## src/inc/sfh_map.vh

```
// What this block does
// - Opcode, address and data bytes travel most significant bit first.
// - Each frame is one opcode then any of address, dummy and data bytes, or nothing.
// - Host raises select only after a whole output byte of a read.
// - Opcode 06h alone sets the write-enable latch.
// - Opcode 04h clears the write-enable latch, as do 01h, 02h, D8h and C7h at the end of their frames.
// - Opcode 9Fh returns one to twenty identification bytes.
// - Opcode 05h returns the status byte as long as clocks come.
// - Opcode 01h is followed by exactly one status data byte.
// - Opcode 03h takes three address bytes then streams array data.
// - Opcode 0Bh takes three address bytes and one dummy, then streams.
// - 02h: address plus 1 to 256 bytes; D8h: address; C7h: nothing.
// - B9h powers down; ABh wakes, with three dummies returns signature.
// - Latch-set must precede each program, erase and status write.
`ifndef SFH_MAP_VH
`define SFH_MAP_VH
`define SFH_OP_LATCH_SET 8'h06
`define SFH_OP_LATCH_CLEAR 8'h04
`define SFH_OP_IDENT_READ 8'h9f
`define SFH_OP_STATUS_READ 8'h05
`define SFH_OP_STATUS_WRITE 8'h01
`define SFH_OP_ARRAY_READ 8'h03
`define SFH_OP_FAST_READ 8'h0b
`define SFH_OP_PAGE_PROGRAM 8'h02
`define SFH_OP_SECTOR_ERASE 8'hd8
`define SFH_OP_WHOLE_ERASE 8'hc7
`define SFH_OP_POWER_DOWN 8'hb9
`define SFH_OP_WAKE_SIGNATURE 8'hab
`define SFH_ADDR_MASK 24'h3f_ffff
`define SFH_ADDR_BYTES 2'h3
`define SFH_FAST_DUMMY 2'h1
`define SFH_WAKE_DUMMY 2'h3
`define SFH_IDENT_MAX 16'h0014
`define SFH_PAGE_MAX 16'h0100
`define SFH_CLK_PERIOD_NS 20
`define SFH_SCK_PERIOD_NS 160
`define SFH_DESELECT_NS 100
`define SFH_FIFO_DEPTH 16
`endif

```

## src/logic/sfh_host.v

```verilog
`timescale 1ns/10ps
`include "sfh_map.vh"

module sfh_fifo #(
  parameter W = 8,
  parameter DEPTH = 16,
  parameter AW = 4
) (
  input wire core_clk_i,
  input wire rst_n_i,
  input wire clr_i,
  input wire [W-1:0] in_data_i,
  input wire in_valid_i,
  output wire in_ready_o,
  output wire [W-1:0] out_data_o,
  output wire out_valid_o,
  input wire out_ready_i
);
  reg [W-1:0] mem [0:DEPTH-1];
  reg [AW:0] wptr_reg;
  reg [AW:0] rptr_reg;
  wire full;
  wire empty;
  wire push;
  wire pop;

  assign empty = wptr_reg == rptr_reg;
  assign full = (wptr_reg[AW] != rptr_reg[AW]) &&
                (wptr_reg[AW-1:0] == rptr_reg[AW-1:0]);
  assign in_ready_o = !full;
  assign out_valid_o = !empty;
  assign out_data_o = mem[rptr_reg[AW-1:0]];
  assign push = in_valid_i && !full && !clr_i;
  assign pop = out_ready_i && !empty && !clr_i;

  always @(posedge core_clk_i) begin
    if (push) begin
      mem[wptr_reg[AW-1:0]] <= in_data_i;
    end
  end

  always @(posedge core_clk_i or negedge rst_n_i) begin
    if (!rst_n_i) begin
      wptr_reg <= {(AW+1){1'b0}};
      rptr_reg <= {(AW+1){1'b0}};
    end else if (clr_i) begin
      wptr_reg <= {(AW+1){1'b0}};
      rptr_reg <= {(AW+1){1'b0}};
    end else begin
      if (push) begin
        wptr_reg <= wptr_reg + 1'b1;
      end
      if (pop) begin
        rptr_reg <= rptr_reg + 1'b1;
      end
    end
  end
endmodule // sfh_fifo

module sfh_host #(
  parameter SCK_HALF = `SFH_SCK_PERIOD_NS / (2 * `SFH_CLK_PERIOD_NS),
  parameter GAP_CYC = (`SFH_DESELECT_NS + `SFH_CLK_PERIOD_NS - 1) /
                      `SFH_CLK_PERIOD_NS,
  parameter FIFO_DEPTH = `SFH_FIFO_DEPTH,
  parameter FIFO_AW = 4
) (
  input wire core_clk_i,
  input wire rst_n_i,
  input wire cmd_valid_i,
  output wire cmd_ready_o,
  input wire [7:0] cmd_op_i,
  input wire [23:0] cmd_addr_i,
  input wire [15:0] cmd_len_i,
  input wire [7:0] wr_data_i,
  input wire wr_valid_i,
  output wire wr_ready_o,
  output wire [7:0] rd_data_o,
  output wire rd_valid_o,
  output wire done_o,
  output wire refused_o,
  output wire busy_o,
  output wire spi_cs_n_o,
  output wire spi_sck_o,
  output wire spi_mosi_o,
  input wire spi_miso_i
);
  localparam ST_IDLE = 3'd0;
  localparam ST_LOAD = 3'd1;
  localparam ST_SHIFT = 3'd2;
  localparam ST_TAIL = 3'd3;
  localparam ST_GAP = 3'd4;
  localparam [7:0] TICK_LAST = SCK_HALF - 1;
  localparam [7:0] GAP_LAST = GAP_CYC - 1;
  localparam [15:0] PAGE_MAX = `SFH_PAGE_MAX;

  reg [2:0] state_reg;
  reg [7:0] op_reg;
  reg [23:0] addr_reg;
  reg [1:0] na_reg;
  reg [1:0] nd_reg;
  reg [8:0] ntx_reg;
  reg [16:0] total_reg;
  reg [16:0] idx_reg;
  reg [2:0] bit_reg;
  reg [7:0] div_reg;
  reg sck_reg;
  reg cs_n_reg;
  reg [7:0] sh_reg;
  reg [7:0] rx_reg;
  reg [7:0] rd_data_reg;
  reg rd_valid_reg;
  reg done_reg;
  reg refused_reg;
  reg wel_reg;
  reg pd_reg;
  reg miso_meta_reg;
  reg miso_sync_reg;

  reg [1:0] d_na;
  reg [1:0] d_nd;
  reg [8:0] d_ntx;
  reg [15:0] d_nrx;
  reg d_ok;
  reg d_wr;
  reg [7:0] next_byte;
  reg need_fifo;

  wire [7:0] fifo_data;
  wire fifo_valid;
  wire fifo_pop;
  wire fifo_clr;
  wire accept;
  wire refuse;
  wire tick;
  wire [16:0] hdr_end;
  wire [16:0] tx_end;
  wire [15:0] rd_len;

  assign cmd_ready_o = state_reg == ST_IDLE;
  assign accept = cmd_valid_i && cmd_ready_o;
  // Latch-set first; writes in power-down are pointless
  // write gating
  assign refuse = accept && (!d_ok || (d_wr && (!wel_reg || pd_reg)));
  assign fifo_clr = refuse && (d_ntx != 9'd0);
  assign tick = div_reg == TICK_LAST;
  assign hdr_end = {15'd0, na_reg} + {15'd0, nd_reg};
  assign tx_end = hdr_end + {8'd0, ntx_reg};
  assign fifo_pop = (state_reg == ST_LOAD) && need_fifo && fifo_valid;
  // Reads move at least one byte
  assign rd_len = (cmd_len_i == 16'd0) ? 16'd1 : cmd_len_i;

  assign busy_o = state_reg != ST_IDLE;
  assign spi_cs_n_o = cs_n_reg;
  assign spi_sck_o = sck_reg;
  assign spi_mosi_o = sh_reg[7];
  assign rd_data_o = rd_data_reg;
  assign rd_valid_o = rd_valid_reg;
  assign done_o = done_reg;
  assign refused_o = refused_reg;

  sfh_fifo #(
    .W(8),
    .DEPTH(FIFO_DEPTH),
    .AW(FIFO_AW)
  ) u_wr_fifo (
    .core_clk_i(core_clk_i),
    .rst_n_i(rst_n_i),
    .clr_i(fifo_clr),
    .in_data_i(wr_data_i),
    .in_valid_i(wr_valid_i),
    .in_ready_o(wr_ready_o),
    .out_data_o(fifo_data),
    .out_valid_o(fifo_valid),
    .out_ready_i(fifo_pop)
  );

  // Frame layout per opcode
  // frame layout
  always @* begin
    d_na = 2'd0;
    d_nd = 2'd0;
    d_ntx = 9'd0;
    d_nrx = 16'd0;
    d_ok = 1'b1;
    d_wr = 1'b0;
    case (cmd_op_i)
      `SFH_OP_LATCH_SET: begin
        d_ok = 1'b1;
      end
      `SFH_OP_LATCH_CLEAR: begin
        d_ok = 1'b1;
      end
      `SFH_OP_IDENT_READ: begin
        d_nrx = (rd_len > `SFH_IDENT_MAX) ? `SFH_IDENT_MAX : rd_len;
      end
      `SFH_OP_STATUS_READ: begin
        d_nrx = rd_len;
      end
      `SFH_OP_STATUS_WRITE: begin
        d_ntx = 9'd1;
        d_wr = 1'b1;
      end
      `SFH_OP_ARRAY_READ: begin
        d_na = `SFH_ADDR_BYTES;
        d_nrx = rd_len;
      end
      `SFH_OP_FAST_READ: begin
        d_na = `SFH_ADDR_BYTES;
        d_nd = `SFH_FAST_DUMMY;
        d_nrx = rd_len;
      end
      `SFH_OP_PAGE_PROGRAM: begin
        d_na = `SFH_ADDR_BYTES;
        d_wr = 1'b1;
        if (rd_len > `SFH_PAGE_MAX) begin
          d_ntx = PAGE_MAX[8:0];
        end else begin
          d_ntx = rd_len[8:0];
        end
      end
      `SFH_OP_SECTOR_ERASE: begin
        d_na = `SFH_ADDR_BYTES;
        d_wr = 1'b1;
      end
      `SFH_OP_WHOLE_ERASE: begin
        d_wr = 1'b1;
      end
      `SFH_OP_POWER_DOWN: begin
        d_ok = 1'b1;
      end
      `SFH_OP_WAKE_SIGNATURE: begin
        if (cmd_len_i != 16'd0) begin
          d_nd = `SFH_WAKE_DUMMY;
          d_nrx = cmd_len_i;
        end
      end
      default: begin
        d_ok = 1'b0;
      end
    endcase
  end

  // Byte to shift out at position idx_reg
  always @* begin
    next_byte = 8'h00;
    need_fifo = 1'b0;
    if (idx_reg == 17'd0) begin
      next_byte = op_reg;
    end else if (idx_reg <= {15'd0, na_reg}) begin
      case (na_reg - idx_reg[1:0])
        2'd2: next_byte = addr_reg[23:16];
        2'd1: next_byte = addr_reg[15:8];
        default: next_byte = addr_reg[7:0];
      endcase
    end else if (idx_reg > hdr_end && idx_reg <= tx_end) begin
      next_byte = fifo_data;
      need_fifo = 1'b1;
    end
  end

  always @(posedge core_clk_i or negedge rst_n_i) begin
    if (!rst_n_i) begin
      miso_meta_reg <= 1'b0;
      miso_sync_reg <= 1'b0;
    end else begin
      miso_meta_reg <= spi_miso_i;
      miso_sync_reg <= miso_meta_reg;
    end
  end

  always @(posedge core_clk_i or negedge rst_n_i) begin
    if (!rst_n_i) begin
      state_reg <= ST_IDLE;
      op_reg <= 8'h00;
      addr_reg <= 24'h00_0000;
      na_reg <= 2'd0;
      nd_reg <= 2'd0;
      ntx_reg <= 9'd0;
      total_reg <= 17'd0;
      idx_reg <= 17'd0;
      bit_reg <= 3'd0;
      div_reg <= 8'd0;
      sck_reg <= 1'b0;
      cs_n_reg <= 1'b1;
      sh_reg <= 8'h00;
      rx_reg <= 8'h00;
      rd_data_reg <= 8'h00;
      rd_valid_reg <= 1'b0;
      done_reg <= 1'b0;
      refused_reg <= 1'b0;
      wel_reg <= 1'b0;
      pd_reg <= 1'b0;
    end else begin
      rd_valid_reg <= 1'b0;
      done_reg <= 1'b0;
      refused_reg <= 1'b0;
      case (state_reg)
        ST_IDLE: begin
          if (refuse) begin
            refused_reg <= 1'b1;
          end else if (accept) begin
            op_reg <= cmd_op_i;
            addr_reg <= cmd_addr_i & `SFH_ADDR_MASK;
            na_reg <= d_na;
            nd_reg <= d_nd;
            ntx_reg <= d_ntx;
            total_reg <= 17'd1 + {15'd0, d_na} + {15'd0, d_nd} +
                         {8'd0, d_ntx} + {1'b0, d_nrx};
            idx_reg <= 17'd0;
            cs_n_reg <= 1'b0;
            state_reg <= ST_LOAD;
          end
        end
        ST_LOAD: begin
          // Stall with clock low until program data arrives
          if (!need_fifo || fifo_valid) begin
            sh_reg <= next_byte;
            idx_reg <= idx_reg + 17'd1;
            bit_reg <= 3'd0;
            div_reg <= 8'd0;
            state_reg <= ST_SHIFT;
          end
        end
        ST_SHIFT: begin
          if (!tick) begin
            div_reg <= div_reg + 8'd1;
          end else begin
            div_reg <= 8'd0;
            if (!sck_reg) begin
              sck_reg <= 1'b1;
              rx_reg <= {rx_reg[6:0], miso_sync_reg};
            end else begin
              sck_reg <= 1'b0;
              if (bit_reg == 3'd7) begin
                if (idx_reg > tx_end + 17'd1) begin
                  rd_data_reg <= rx_reg;
                  rd_valid_reg <= 1'b1;
                end
                if (idx_reg == total_reg) begin
                  state_reg <= ST_TAIL;
                end else begin
                  state_reg <= ST_LOAD;
                end
              end else begin
                sh_reg <= {sh_reg[6:0], 1'b0};
                bit_reg <= bit_reg + 3'd1;
              end
            end
          end
        end
        ST_TAIL: begin
          // Select rises only after whole bytes
          // byte boundary
          if (!tick) begin
            div_reg <= div_reg + 8'd1;
          end else begin
            div_reg <= 8'd0;
            cs_n_reg <= 1'b1;
            sh_reg <= 8'h00;
            state_reg <= ST_GAP;
            case (op_reg)
              `SFH_OP_LATCH_SET: wel_reg <= 1'b1;
              `SFH_OP_POWER_DOWN: pd_reg <= 1'b1;
              `SFH_OP_WAKE_SIGNATURE: pd_reg <= 1'b0;
              `SFH_OP_LATCH_CLEAR,
              `SFH_OP_STATUS_WRITE,
              `SFH_OP_PAGE_PROGRAM,
              `SFH_OP_SECTOR_ERASE,
              `SFH_OP_WHOLE_ERASE: begin
                wel_reg <= 1'b0;
              end
              default: wel_reg <= wel_reg;
            endcase
          end
        end
        ST_GAP: begin
          // Frame ends here, select high after last byte
          // end of frame
          if (div_reg == GAP_LAST) begin
            div_reg <= 8'd0;
            done_reg <= 1'b1;
            state_reg <= ST_IDLE;
          end else begin
            div_reg <= div_reg + 8'd1;
          end
        end
        default: begin
          state_reg <= ST_IDLE;
          cs_n_reg <= 1'b1;
          sck_reg <= 1'b0;
        end
      endcase
    end
  end
endmodule // sfh_host

```

## config.mk

```make
export PLATFORM = sky130hd
export DESIGN_NAME = sfh_host
export DESIGN_NICKNAME = d
export VERILOG_FILES = /design/src/logic/sfh_host.v
export VERILOG_INCLUDE_DIRS = /design/src /design/src/inc
export SDC_FILE = /design/constraint.sdc
export NUM_CORES = 1
export LEC_CHECK = 0
export ABC_AREA = 0
export BUFFER_PORTS_ARGS = -buffer_cell sky130_fd_sc_hd__buf_2
export CORE_MARGIN = 1
export CORE_UTILIZATION = 45
export DETAILED_ROUTE_END_ITERATION = 8
export GPL_ROUTABILITY_DRIVEN = 0
export SYNTH_ARGS = -nofsm -noshare
export SYNTH_HDL_FRONTEND = slang
export SYNTH_HIERARCHICAL = 1
export SYNTH_SLANG_ARGS = --single-unit
```

## constraint.sdc

```tcl
create_clock -name core_clk_i -period 7.1 [get_ports core_clk_i]
set_clock_uncertainty 0.05 [all_clocks]
set_input_delay 0.355 -clock core_clk_i [delete_from_list [all_inputs] [get_ports core_clk_i]]
set_output_delay 0.355 -clock core_clk_i [all_outputs]
set_load 0.02 [all_outputs]
```

==> flow_summary.yaml <==
critical_path:
  r2r_start: "na_reg[0]"
  cp-start-kind: "register"
  setup.worst_path.end_class: "register"
  crit_path_start: "na_reg[0]"
  worstPathRequired_ns: 7.48
  arrival_ns: 5.54
  cp_max_fo: 24
  crit_type: "reg2reg"
  reg2reg_slack_ns: 1.93
  r2r-end: "bit_reg[2]"
  ff2ff_path_depth: 15
  crit_end: "bit_reg[2]"
hold_path:
  min_path_type: "in2reg"
clocking:
  numCtsBuffers: 28
  numClockSinks: 261
  htreeDepth: 1
  ctsResizeCount: 0
  cts_root_buf: "clkbuf_16"
  tritoncts: "built"
  clkLatencyLatePin_ns: 0.58
  clkTransAtPathRegs_ns: 0.08
  clk_path_buf_depth: 3
synth:
  synthMostInstantiatedCell: "nand2_1"
  avgSynthCellArea_um2: 11.7
  synth_top_area_cell: "edfxtp_1"
  synthesis.nets: 1333
  async_flop_share_pct: 51.0
  yosysWarningCount: 6
  synth-edff-count: 128
  ys.flop_type: "dfrtp_1"
  seq_area_frac_synth_pct: 51.2
  synth.top_cell.area_share_pct: 27.4
  synth_top_cells_by_count: "176 x nand2_1, 132 x dfrtp_1, 128 x edfxtp_1, 72 x ha_1, 55 x nor2_1"
  ys_ff_latch: 261
  ys_types: 87
  synth_area_leaders: "edfxtp_1 27%, dfrtp_1 24%, ha_1 6.4%, mux4_2 6.4%, nand2_1 4.7%"
  syn_inst: 1194
  synth_area_mm2: 0.0140
place:
  hpwl_mm: 21.6
  numPortBuffers: 75
  placed_cell_area_mm2: 0.0149
power_and_ir_drop:
  leakage_nw: 6.54
  ir_drop_uv: 219
  cellPowerDensity_mw_per_mm2: 302
cells_and_area:
  nFillCells: 2674
  finalInstanceArea_mm2: 0.0161
  largest_register_ffs: 128
  syn2layout_area_growth_pct: 15.1
  diodes: 0
  final_util_pct: 52.7
  drive_above_1_share_pct: 19.6
  nets: 1427
die:
  dieArea_mm2: 0.0319
  start_util_pct: 45.8
  design.core.area_mm2: 0.0306
  num_rows: 64
  die_w_um: 178
  die_height_um: 178
  ios: 78
run_status:
  outcome: "finished, final reports clean"
timing:
  fin_tns_setup_ns: 0
  rsz0062_at_grt: "no"
  worst_pin_slew_ns: 1.15
  hold_viol_final: 0
  period_minus_slack_ns: 5.17
  relSlewSlack_pct: 23.2
  setup_viol: 0
  whs_ns: 0.0293
  drv_slew: 0
  clock.fmax_mhz: 194
  min_period_over_period_pct: 72.7
global_routing:
  antenna_found_initial: 0
  grt_overflow_total: 0
  grt_busiest_layer: "met2"
  grt_first_pass_wirelength_mm: 51.0
  met3_usage_pct: 2.58
  grt_pass1_vias: 9370
  grt_start_max_net_pins: 74
  grt.met2_usage_pct: 33.8
  grtUsageTotal_pct: 20.5
  grt.met1_usage_pct: 29.4
detailed_routing:
  dr.pass1.iters: 5
  drcViolationCount: 0
  vias: 9582
  dr.first_iter.drc_count: 525
  routed_wl_mm: 31.4
  drtAntennaViolNets: 0
  wire_per_inst_um: 18.4
  vias_per_cell: 5.62
run:
  maxCapViolCount: 0
==> kinds of logic (layout without fill, tap and decap cells) <==
group	after synthesis	count (layout)	synth area share, %
buffers and inverters	93	209	2.95
other	1	1	0.0268
XOR/XNOR	55	55	3.44
flip-flops	261	261	51.2
adder cells (fa/ha/maj)	78	78	7.29
multiplexers	81	81	9.68
AO/OA/AOI/OAI	194	194	9.76
AND/OR/NAND/NOR	431	431	15.7
==> report_power, final <==
group / internal, W / total [W] / switching [W]
Combinational: 0.000501 / 0.00122 / 0.000724
Clock: 0.000970 / 0.00158 / 0.000614
Sequential: 0.00180 / 0.00206 / 0.000258
==> cells in the final DEF, fill, tap and decap left out, types with 10 or more instances in the layout <==
cell type	n
nor2_1	55
clkbuf_16	28
a21oi_1	38
nor4b_2	12
dlygate4sd3_1	24
and2_1	10
buf_4	18
a31oi_1	10
ha_1	72
o31ai_1	11
xor2_1	20
nand4_1	16
o21ai_0	41
dfrtp_1	131
nand2_1	176
nor4_1	10
and3_1	14
nor2b_1	27
inv_1	40
nand3_1	34
or4_1	10
nor3_1	17
mux4_2	40
mux2_2	36
xnor2_1	35
buf_2	74
edfxtp_1	128
==> worst max-delay path, cell delays in order, from the launching register on <==
cell	delay, ns
dfrtp_1	0.45
ha_1	0.24
fa_1	0.50
fa_1	0.48
a21o_1	0.22
nand2_1	0.09
xor2_1	0.34
ha_1	0.32
nand4_1	0.12
nor2_1	0.05
a211o_1	0.27
a221oi_1	0.41
a22oi_4	0.18
o21ai_2	0.85
nand2_1	0.15
a31o_2	0.29
==> per-layer routing <==
metal,wire (µm),share of wire (%)
met1,15100,48
met2,14700,47
met5,0,0
met4,426,1.4
met3,1150,3.7
==> layout make-up <==
type	count	area (µm²)	share of cell area, %
Sequential cell	261	7170	44.5
Multi-Input combinational cell	840	6530	40.5
Timing Repair Buffer	117	757	4.69
Clock buffer	35	747	4.63
Tap cell	396	495	3.07
Clock inverter	17	272	1.68
Inverter	40	150	0.931
==> how the worst min path moves through the flow <==
stage / end / start / depth (start not counted) / slack (ns)
finish: op_reg[7] / cmd_op_i[7] / 3 / 0.03
global route: op_reg[7] / cmd_op_i[7] / 3 / 0.03
CTS: op_reg[7] / cmd_op_i[7] / 3 / 0.002
detailed placement: miso_sync_reg / miso_meta_reg / 0 / 0.29
global placement: miso_sync_reg / miso_meta_reg / 0 / 0.29
floorplan: addr_reg[0] / rst_n_i / 0 / 0.009
==> timing repair <==
item,CTS,global route
setup buffers,0,0
hold endpoints to repair,94,0
hold buffers,24,0
==> metrics by stage <==
step                      cells  setup WS [ns]  power [W]
after floorplan            1194           2.07    0.00291
after global routing       1706           1.52    0.00515
after CTS                  1706           1.95    0.00491
after detailed placement   1630           1.50    0.00331
final                      1706           1.93    0.00487
after global placement     1630           1.59    0.00328
Power figures use the tool's default switching activity.
